### src/hw/serial_port_cfg.svh
// constants of the serial port with its bit rate timer: offsets, fields, reset values, counts
// assumes: the including file sits in the same folder
// How it works
// - two mode-select bits give serial mode
// - multiprocessor bit drops frames with ninth zero
// - receive only while receive enable set
// - modes 2,3 send transmit_bit8 as ninth
// - modes 2,3 store ninth bit in receive_bit8
// - transmit_done_flag set at frame end
// - receive_done_flag set mid stop bit
// - modes 1,3 rate from timer 1 overflow
// - mode 2 rate quarter or half clock
// - timer mode from two bits, upper first
// - timer_mode holds gate, c/t, mode per timer
// - power_control bit 7 doubles rate
// - serial_control field order as listed
`ifndef SERIAL_PORT_CFG_SVH
`define SERIAL_PORT_CFG_SVH

// register addresses on the plain register port
`define ADDR_POWER_CONTROL 8'h87
`define ADDR_TIMER_MODE 8'h89
`define ADDR_SERIAL_CONTROL 8'h98
`define ADDR_TIMER1_LOW 8'h8B
`define ADDR_TIMER1_RELOAD 8'h8D
`define ADDR_TIMER_CONTROL 8'h88
`define ADDR_RX_DATA 8'h99
`define ADDR_TX_DATA 8'h9A

// serial_control bit positions
`define SC_MODE_HI 7
`define SC_MODE_LO 6
`define SC_MULTI 5
`define SC_RX_EN 4
`define SC_TB8 3
`define SC_RB8 2
`define SC_TI 1
`define SC_RI 0

// power_control double rate bit, timer control run bit, timer_mode fields
`define PC_DOUBLE 7
`define TC_RUN1 6
`define TM_T1_MODE_HI 5
`define TM_T1_MODE_LO 4

// reset values, none being given the registers start clear
`define RESET_BYTE 8'h00

// sampling: each bit time is sixteen ticks, ticks from the rate logic
`define TICKS_PER_BIT 4'hF
`define TICK_MID 4'h7

`endif

### src/hw/serial_port_pkg.sv
// types shared by the serial port files
// assumes: compiled before every module of the block
package serial_port_pkg;

   // register port request
   typedef struct packed {
      logic [7:0] addr;
      logic [7:0] wdata;
      logic wr;
      logic rd;
   } reg_req_t;

   // frame as seen by the shift engines: ninth bit and data byte
   typedef struct packed {
      logic bit8;
      logic [7:0] data;
   } frame_t;

   typedef enum logic [1:0] {SER_SHIFT, SER_8BIT, SER_9BIT_FIXED, SER_9BIT_VAR} ser_mode_t;

   typedef enum logic [1:0] {TX_IDLE, TX_SEND} tx_state_t;
   typedef enum logic [1:0] {RX_IDLE, RX_START, RX_DATA, RX_STOP} rx_state_t;

endpackage

### src/hw/baud_tick_gen.sv
// bit rate source: timer 1 in its modes plus the fixed clock divider for serial mode 2
// assumes: run, mode, reload and double come from registers on the same clock
`timescale 1ns/1ps
`include "serial_port_cfg.svh"
module baud_tick_gen (
   // clock and reset
   input wire logic sys_clk,
   input wire logic reset_n,
   input wire logic clk_en,
   // settings
   input wire logic timer1_run_bit,
   input wire logic [1:0] timer1_mode,
   input wire logic [7:0] timer1_reload_byte,
   input wire logic double_rate_bit,
   input wire serial_port_pkg::ser_mode_t ser_mode,
   input wire logic [7:0] low_wdata,
   input wire logic low_we,
   // outputs
   output logic [7:0] timer1_low,
   output logic sample_tick
);

   typedef struct packed {
      logic [7:0] low;
      logic half;
      logic [1:0] div;
      logic tick;
   } baud_state_t;

   baud_state_t state_reg, state_next;
   logic ovf;

   assign timer1_low = state_reg.low;
   assign sample_tick = state_reg.tick;

   // timer 1 counter, overflow pulses, and the rate pick
   always_comb begin
      state_next = state_reg;
      state_next.tick = 1'b0;
      ovf = 1'b0;
      if (timer1_run_bit && timer1_mode != 2'b11) begin
         if (state_reg.low == 8'hFF) begin
            ovf = 1'b1;
            state_next.low = (timer1_mode == 2'b10) ? timer1_reload_byte : 8'h00;
         end else begin
            state_next.low = state_reg.low + 8'h01;
         end
      end
      // software write wins over counting
      if (low_we) begin
         state_next.low = low_wdata;
      end
      state_next.div = state_reg.div + 2'h1;
      if (ser_mode == serial_port_pkg::SER_9BIT_FIXED) begin
         state_next.tick = double_rate_bit ? state_reg.div[0] : (state_reg.div == 2'h3);
      end else if (ovf) begin
         state_next.half = ~state_reg.half;
         state_next.tick = double_rate_bit | state_reg.half;
      end
   end

   // registered state, frozen while the enable is low
   always_ff @(posedge sys_clk or negedge reset_n) begin
      if (!reset_n) begin
         state_reg <= '0;
      end else if (clk_en) begin
         state_reg <= state_next;
      end
   end

endmodule

### src/hw/serial_port_baud_timer.sv
// top of the serial port: register port, line synchroniser, flags and interrupt request
// assumes: one 100 MHz clock; software on the register port; remote device on the line
`timescale 1ns/1ps
`include "serial_port_cfg.svh"
module serial_port_baud_timer (
   // clock and reset
   input wire logic sys_clk,
   input wire logic reset_n,
   input wire logic clk_en,
   // register port
   input wire serial_port_pkg::reg_req_t reg_req,
   output logic [7:0] reg_rdata,
   // serial interrupt enable from the interrupt controller
   input wire logic serial_irq_enable,
   output logic serial_irq,
   // line
   input wire logic rx_pin,
   output logic tx_pin
);

   typedef struct packed {
      logic [7:0] power_control;
      logic [7:0] timer_mode;
      logic [7:0] serial_control;
      logic [7:0] timer_control;
      logic [7:0] timer1_reload_byte;
      logic [7:0] rx_data;
      logic [7:0] tx_data;
      logic tx_start;
      logic [1:0] rx_sync;
      logic [7:0] rdata;
   } top_state_t;

   top_state_t state_reg, state_next;
   serial_port_pkg::ser_mode_t ser_mode;
   serial_port_pkg::frame_t rx_frame;
   logic [7:0] timer1_low;
   logic tick;
   logic tx_done;
   logic rx_done;
   logic nine_bit;
   logic accept;
   logic wr_serial_control;
   logic line_out;

   assign ser_mode = serial_port_pkg::ser_mode_t'({state_reg.serial_control[`SC_MODE_HI],
                                                  state_reg.serial_control[`SC_MODE_LO]});
   assign nine_bit = ser_mode[1];
   assign wr_serial_control = reg_req.wr && reg_req.addr == `ADDR_SERIAL_CONTROL;
   // multiprocessor filter on the ninth bit
   assign accept = !(nine_bit && state_reg.serial_control[`SC_MULTI] && !rx_frame.bit8);
   assign reg_rdata = state_reg.rdata;
   assign tx_pin = state_reg.tx_start ? 1'b1 : line_out;
   assign serial_irq = serial_irq_enable &&
                       (state_reg.serial_control[`SC_TI] || state_reg.serial_control[`SC_RI]);

   // timer 1 and the rate pick
   baud_tick_gen u_baud (
      .sys_clk(sys_clk),
      .reset_n(reset_n),
      .clk_en(clk_en),
      .timer1_run_bit(state_reg.timer_control[`TC_RUN1]),
      .timer1_mode({state_reg.timer_mode[`TM_T1_MODE_HI], state_reg.timer_mode[`TM_T1_MODE_LO]}),
      .timer1_reload_byte(state_reg.timer1_reload_byte),
      .double_rate_bit(state_reg.power_control[`PC_DOUBLE]),
      .ser_mode(ser_mode),
      .low_wdata(reg_req.wdata),
      .low_we(reg_req.wr && reg_req.addr == `ADDR_TIMER1_LOW),
      .timer1_low(timer1_low),
      .sample_tick(tick)
   );

   // shifters, fed from the second synchroniser stage only
   serial_shift_engine u_shift (
      .sys_clk(sys_clk),
      .reset_n(reset_n),
      .clk_en(clk_en),
      .tick(tick),
      .nine_bit(nine_bit),
      .rx_enable(state_reg.serial_control[`SC_RX_EN]),
      .tx_start(state_reg.tx_start),
      .tx_frame({state_reg.serial_control[`SC_TB8], state_reg.tx_data}),
      .rx_pin(state_reg.rx_sync[1]),
      .tx_pin(line_out),
      .tx_done(tx_done),
      .rx_done(rx_done),
      .rx_frame(rx_frame)
   );

   // register writes, flag updates and read data
   always_comb begin
      state_next = state_reg;
      state_next.rx_sync = {state_reg.rx_sync[0], rx_pin};
      state_next.tx_start = 1'b0;
      if (reg_req.wr) begin
         unique case (reg_req.addr)
            `ADDR_POWER_CONTROL: state_next.power_control = reg_req.wdata;
            // gate, c/t, two mode bits per nibble
            `ADDR_TIMER_MODE: state_next.timer_mode = reg_req.wdata;
            // field order from bit 7 down
            `ADDR_SERIAL_CONTROL: state_next.serial_control = reg_req.wdata;
            `ADDR_TIMER_CONTROL: state_next.timer_control = reg_req.wdata;
            `ADDR_TIMER1_RELOAD: state_next.timer1_reload_byte = reg_req.wdata;
            `ADDR_TX_DATA: begin
               state_next.tx_data = reg_req.wdata;
               state_next.tx_start = 1'b1;
            end
            default: ;
         endcase
      end
      // done-flag sets win over a same-cycle software clear; a same-cycle write wins for receive_bit8
      // transmit done
      if (tx_done) begin
         state_next.serial_control[`SC_TI] = 1'b1;
      end
      // receive done, only for accepted frames
      if (rx_done && accept) begin
         state_next.serial_control[`SC_RI] = 1'b1;
         state_next.rx_data = rx_frame.data;
         if (!wr_serial_control) begin
            state_next.serial_control[`SC_RB8] = rx_frame.bit8;
         end
      end
      state_next.rdata = 8'h00;
      if (reg_req.rd) begin
         unique case (reg_req.addr)
            `ADDR_POWER_CONTROL: state_next.rdata = state_reg.power_control;
            `ADDR_TIMER_MODE: state_next.rdata = state_reg.timer_mode;
            `ADDR_SERIAL_CONTROL: state_next.rdata = state_reg.serial_control;
            `ADDR_TIMER_CONTROL: state_next.rdata = state_reg.timer_control;
            `ADDR_TIMER1_RELOAD: state_next.rdata = state_reg.timer1_reload_byte;
            `ADDR_TIMER1_LOW: state_next.rdata = timer1_low;
            `ADDR_RX_DATA: state_next.rdata = state_reg.rx_data;
            `ADDR_TX_DATA: state_next.rdata = state_reg.tx_data;
            default: state_next.rdata = 8'h00;
         endcase
      end
   end

   // registered state, frozen while the enable is low
   always_ff @(posedge sys_clk or negedge reset_n) begin
      if (!reset_n) begin
         state_reg <= '0;
         state_reg.rx_sync <= 2'b11;
      end else if (clk_en) begin
         state_reg <= state_next;
      end
   end

endmodule

### src/hw/serial_shift_engine.sv
// transmit and receive shift engines; each bit spans sixteen rate ticks
// assumes: tick from baud_tick_gen, rx_pin already synchronised by the caller
//
// Decided for this implementation: the plain strobed port.
`timescale 1ns/1ps
`include "serial_port_cfg.svh"
module serial_shift_engine (
   // clock and reset
   input wire logic sys_clk,
   input wire logic reset_n,
   input wire logic clk_en,
   // control
   input wire logic tick,
   input wire logic nine_bit,
   input wire logic rx_enable,
   input wire logic tx_start,
   input wire serial_port_pkg::frame_t tx_frame,
   // line
   input wire logic rx_pin,
   output logic tx_pin,
   // results
   output logic tx_done,
   output logic rx_done,
   output serial_port_pkg::frame_t rx_frame
);

   typedef struct packed {
      serial_port_pkg::tx_state_t tx_st;
      logic [9:0] tx_sh;
      logic [3:0] tx_cnt;
      logic [3:0] tx_bits;
      logic tx_line;
      logic tx_done;
      serial_port_pkg::rx_state_t rx_st;
      logic [3:0] rx_cnt;
      logic [3:0] rx_bits;
      logic [8:0] rx_sh;
      logic rx_done;
      serial_port_pkg::frame_t rx_frame;
   } shift_state_t;

   shift_state_t state_reg, state_next;
   logic [3:0] frame_bits;

   assign tx_pin = state_reg.tx_line;
   assign tx_done = state_reg.tx_done;
   assign rx_done = state_reg.rx_done;
   assign rx_frame = state_reg.rx_frame;
   // data bits plus stop after the start bit
   assign frame_bits = nine_bit ? 4'hA : 4'h9;

   // both engines in one pass; they share only the tick and the frame width
   always_comb begin
      state_next = state_reg;
      state_next.tx_done = 1'b0;
      state_next.rx_done = 1'b0;
      unique case (state_reg.tx_st)
         serial_port_pkg::TX_IDLE: begin
            state_next.tx_line = 1'b1;
            if (tx_start) begin
               state_next.tx_sh = {1'b1, tx_frame.bit8, tx_frame.data};
               if (!nine_bit) begin
                  state_next.tx_sh = {2'b11, tx_frame.data};
               end
               state_next.tx_line = 1'b0;
               state_next.tx_cnt = 4'h0;
               state_next.tx_bits = 4'h0;
               state_next.tx_st = serial_port_pkg::TX_SEND;
            end
         end
         serial_port_pkg::TX_SEND: begin
            if (tick) begin
               state_next.tx_cnt = state_reg.tx_cnt + 4'h1;
               if (state_reg.tx_cnt == `TICKS_PER_BIT) begin
                  if (state_reg.tx_bits == frame_bits) begin
                     state_next.tx_st = serial_port_pkg::TX_IDLE;
                     state_next.tx_done = 1'b1;
                  end else begin
                     state_next.tx_line = state_reg.tx_sh[0];
                     state_next.tx_sh = {1'b1, state_reg.tx_sh[9:1]};
                     state_next.tx_bits = state_reg.tx_bits + 4'h1;
                  end
               end
            end
         end
         default: state_next.tx_st = serial_port_pkg::TX_IDLE;
      endcase
      unique case (state_reg.rx_st)
         serial_port_pkg::RX_IDLE: begin
            // only hunt for a start bit when enabled
            if (rx_enable && !rx_pin) begin
               state_next.rx_st = serial_port_pkg::RX_START;
               state_next.rx_cnt = 4'h0;
            end
         end
         serial_port_pkg::RX_START: begin
            if (tick) begin
               state_next.rx_cnt = state_reg.rx_cnt + 4'h1;
               if (state_reg.rx_cnt == `TICK_MID) begin
                  // a glitch shorter than half a bit is not a start
                  state_next.rx_st = rx_pin ? serial_port_pkg::RX_IDLE : serial_port_pkg::RX_DATA;
                  state_next.rx_cnt = 4'h0;
                  state_next.rx_bits = 4'h0;
               end
            end
         end
         serial_port_pkg::RX_DATA: begin
            if (tick) begin
               state_next.rx_cnt = state_reg.rx_cnt + 4'h1;
               if (state_reg.rx_cnt == `TICKS_PER_BIT) begin
                  state_next.rx_sh = {rx_pin, state_reg.rx_sh[8:1]};
                  state_next.rx_bits = state_reg.rx_bits + 4'h1;
                  if (state_reg.rx_bits == frame_bits - 4'h2) begin
                     state_next.rx_st = serial_port_pkg::RX_STOP;
                  end
               end
            end
         end
         serial_port_pkg::RX_STOP: begin
            if (tick) begin
               state_next.rx_cnt = state_reg.rx_cnt + 4'h1;
               if (state_reg.rx_cnt == `TICKS_PER_BIT) begin
                  state_next.rx_st = serial_port_pkg::RX_IDLE;
                  state_next.rx_done = 1'b1;
                  // eight-bit frames: stop bit lands where the ninth would be
                  if (nine_bit) begin
                     state_next.rx_frame = {state_reg.rx_sh[8], state_reg.rx_sh[7:0]};
                  end else begin
                     state_next.rx_frame = {rx_pin, state_reg.rx_sh[8:1]};
                  end
               end
            end
         end
         default: state_next.rx_st = serial_port_pkg::RX_IDLE;
      endcase
   end

   // registered state; idle line is high after reset
   always_ff @(posedge sys_clk or negedge reset_n) begin
      if (!reset_n) begin
         state_reg <= '0;
         state_reg.tx_line <= 1'b1;
      end else if (clk_en) begin
         state_reg <= state_next;
      end
   end

endmodule

### config.mk
export PLATFORM = sky130hd
export DESIGN_NAME = serial_port_baud_timer
export DESIGN_NICKNAME = d
export VERILOG_FILES = /design/src/hw/serial_port_pkg.sv /design/src/hw/baud_tick_gen.sv /design/src/hw/serial_port_baud_timer.sv /design/src/hw/serial_shift_engine.sv
export VERILOG_INCLUDE_DIRS = /design/src /design/src/hw
export SDC_FILE = /design/constraint.sdc
export NUM_CORES = 1
export LEC_CHECK = 0
export ABC_AREA = 1
export BUFFER_PORTS_ARGS = -buffer_cell sky130_fd_sc_hd__buf_2
export CAP_MARGIN = 20
export CORE_ASPECT_RATIO = 0.7
export CORE_UTILIZATION = 60
export CTS_CLUSTER_SIZE = 24
export DETAILED_ROUTE_END_ITERATION = 6
export PLACE_DENSITY_LB_ADDON = 0.12
export SLEW_MARGIN = 20
export SYNTH_ARGS = -nofsm -noshare
export SYNTH_HDL_FRONTEND = slang
export SYNTH_SLANG_ARGS = --single-unit
### constraint.sdc
create_clock -name sys_clk -period 2.2 [get_ports sys_clk]
set_clock_uncertainty 0.05 [all_clocks]
set_input_delay 0.33 -clock sys_clk [delete_from_list [all_inputs] [get_ports sys_clk]]
set_output_delay 0.33 -clock sys_clk [all_outputs]
set_load 0.02 [all_outputs]
==> results.yml <==
status:
  outcome: "finished, final reports clean"
clock_tree:
  cts_tree: "built"
  cts_made_buffers: 17
  cts.clk_slew.worst_paths_ns: 0.06
  clock_latency_ns: 0.42
  cts_root_buf: "clkbuf_16"
  htree_levels: 4
  cts.sinks: 129
  clock_path_buffers: 2
synth:
  synth_largest_type_area_fraction_pct: 45.96
  yosys_most_used_dff: "dfrtp_1"
  ys_seq_elements: 129
  synth_seq_area_share_pct: 47.11
  ys_top_cells_by_area: "dfrtp_1, nand2_1, nand3_1, o21ai_1, inv_1"
  async_reset_ff_share_pct: 100.0
  synth.avg_cell_area_um2: 8.052
  synth_area_um2: 6860
  synthesis.nets: 881
  synth_edf_count: 0
  post-synth-top-count-cell: "nand2_1"
  synth_cell_types: 40
  yosysTopAreaCell: "dfrtp_1"
  ys_warn_count: 0
  synth_cells: 852
  ys_top_cells_by_count: "nand2_1, dfrtp_1, nand3_1"
placement:
  portBuffers: 32
  place_hpwl_mm: 12.42
  dp_slack_ns: 0.3090
  dp.cells: 1011
  gp_congestion: 0.9986
layout:
  stdcell_count: 1044
  largest_reg_flops: 56
  antenna_cells: 0
  layout-area-overhead-vs-synth_pct: 12.66
  fin_nets: 907
  layout-drive-gt1-share_pct: 14.14
timing:
  maxSlewViolCount: 0
  hold_violations: 0
  period_needed_ns: 1.827
  layout_setup_ws_ns: 0.3726
  fmax_mhz: 547.2
  worstMarginPinSlew_ns: 0.5315
  rsz0062_at_grt: "false"
  setup_viol: 0
  slew_headroom_pct: 64.56
  min_period_over_period_pct: 83.06
  setup-tns-final_ns: 0
global_route:
  grt_max_degree: 58
  grt_usage_pct: 32.77
  grt_pass1_wl_mm: 29.08
  grt_pass1_vias: 5711
  overflow: 0
  antenna_found_initial: 0
critical_path:
  cp-end-kind: "flop"
  ff2ff_path_depth: 7
  critPathMaxFanout: 13
  crit_required_ns: 2.45
  r2r_setup_slack_ns: 0.37
  cpLargestDelayFamily: "flip-flops"
  critPathArrivalTime_ns: 2.07
  reg2reg_to: "u_shift.state_reg[20]"
  slowest_delay_ns: 0.67
  crit_buf_inv: 2
  slowest_stage: "dfrtp_1"
  crit_path_start_kind: "flop"
  cp_cell_sequence: "inv_2 > o21ai_1 > nand2_1 > nor3_2 > inv_2 > nand2_1 > o21ai_1"
  worstSetupPathType: "reg -> reg"
  reg2reg_from: "u_baud.sample_tick"
pwr:
  power_density_nw_per_um2: 846.6
  leakagePower_uw: 0.003801
  irDropWorstVdd_uv: 627.2
  finalPower_uw: 6543
route:
  routed_wl_mm: 17.51
  via_per_inst: 5.771
  routedWlPerCell_um: 16.77
  num_vias: 6025
  drt_iter0_markers: 652
  first_pass_iters: 6
  drc_errors: 0
  drtAntennaViolNets: 0
floorplanning:
  pin_count: 33
  die_w_um: 129.8
  die_area_um2: 11870
  floorplan.initialDensity_pct: 61.86
  fp.dieH_um: 91.47
  rows: 32
  core_um2: 11090
run:
  cap_viol_max_count: 0
hold_path:
  min_path_cells: 3
  whs_endpoint: "state_next[9]"
  min_from: "rx_pin"
  holdCritPathClass: "in -> reg"
[cell usage in the layout (no fill, tap or decap), types with 2 or more instances in the layout]
master	netlist	routed
nand3_1	105	105
buf_12	0	3
nor2_2	4	4
nor2_1	39	39
bufinv_16	0	3
a31oi_1	2	2
ha_1	6	6
buf_4	13	11
nand4_1	15	15
nand2_4	3	3
a21oi_1	13	13
clkbuf_8	0	2
nand3_4	2	2
inv_2	12	12
o211ai_1	10	10
nand2_2	6	6
buf_2	16	31
nor3_1	3	3
o21ai_0	29	29
clkinvlp_4	0	6
xor2_1	10	10
nand2_1	243	243
nor2_4	11	11
dfstp_2	3	3
dfrtp_1	126	126
o21a_1	23	23
inv_1	66	66
nor2_8	2	2
o21ai_1	67	67
clkbuf_16	0	17
[layout make-up]
| class | count | area [µm²] |
|---|---|---|
| clock buffer | 20 | 456.7 |
| clock inverter | 12 | 157.7 |
| fill | 883 | 3362 |
| inverter | 79 | 299.0 |
| multi-input combinational | 605 | 3084 |
| sequential | 129 | 3232 |
| tap | 153 | 191.4 |
| timing repair buffer | 46 | 307.8 |
[cells by family after synthesis]
group	synth area share (%)
fa+ha+maj	1.094
xor+xnor	1.404
simple gates	30.13
buf+inv	7.934
compound gates	12.18
flops	47.11
mux	0.1459
[metal layers]
metal / up-vias / wire (µm) / track usage (%)
met2: 284 / 7566 / 46.84
met5: - / 0 / 0
li1: 2857 / - / -
met4: 0 / 344 / 10.56
met1: 2841 / 7909 / 47.77
met3: 43 / 1687 / 9.311
[tightest hold or removal path, stage by stage]
cell and delay [ns]:
buf_2 0.10, nand2_1 0.07, nand2_1 0.06
[through the flow]
step | hold WS [ns] | utilization, % | area [µm²]
after global placement | 0.1535 | 64.06 | 7104
after detailed placement | 0.1530 | 64.06 | 7104
after CTS | 0.1041 | 69.69 | 7729
after global routing | 0.1024 | 69.69 | 7729
final | 0.09959 | 69.69 | 7729
after floorplan | -0.01559 | - | 6860
[timing repair]
action | CTS | global route
buffers inserted | 0 | 0
hold buffers | 1 | 0
endpoints found under the hold margin | 12 | 0
gates resized for setup | 0 | 0
[report_power, final]
part           internal [µW]  switching, µW
Combinational            287            549
Clock                   1840           1060
Sequential              2590            218
Total                   4720           1830
[worst max-delay path by stage]
stage,startpoint,endpoint,slack (ns),cells after the start
2_1_floorplan,u_shift.state_reg[23],u_shift.rx_frame[1],0.64,7
3_3_place_gp,clk_en,state_reg[43],0.36,7
3_5_place_dp,clk_en,state_reg[45],0.31,7
4_1_cts,u_baud.sample_tick,u_shift.state_reg[20],0.42,7
5_1_grt,u_baud.sample_tick,u_shift.state_reg[27],0.27,7
6_report,u_baud.sample_tick,u_shift.state_reg[20],0.37,7
(Power assumes the default switching activity.)
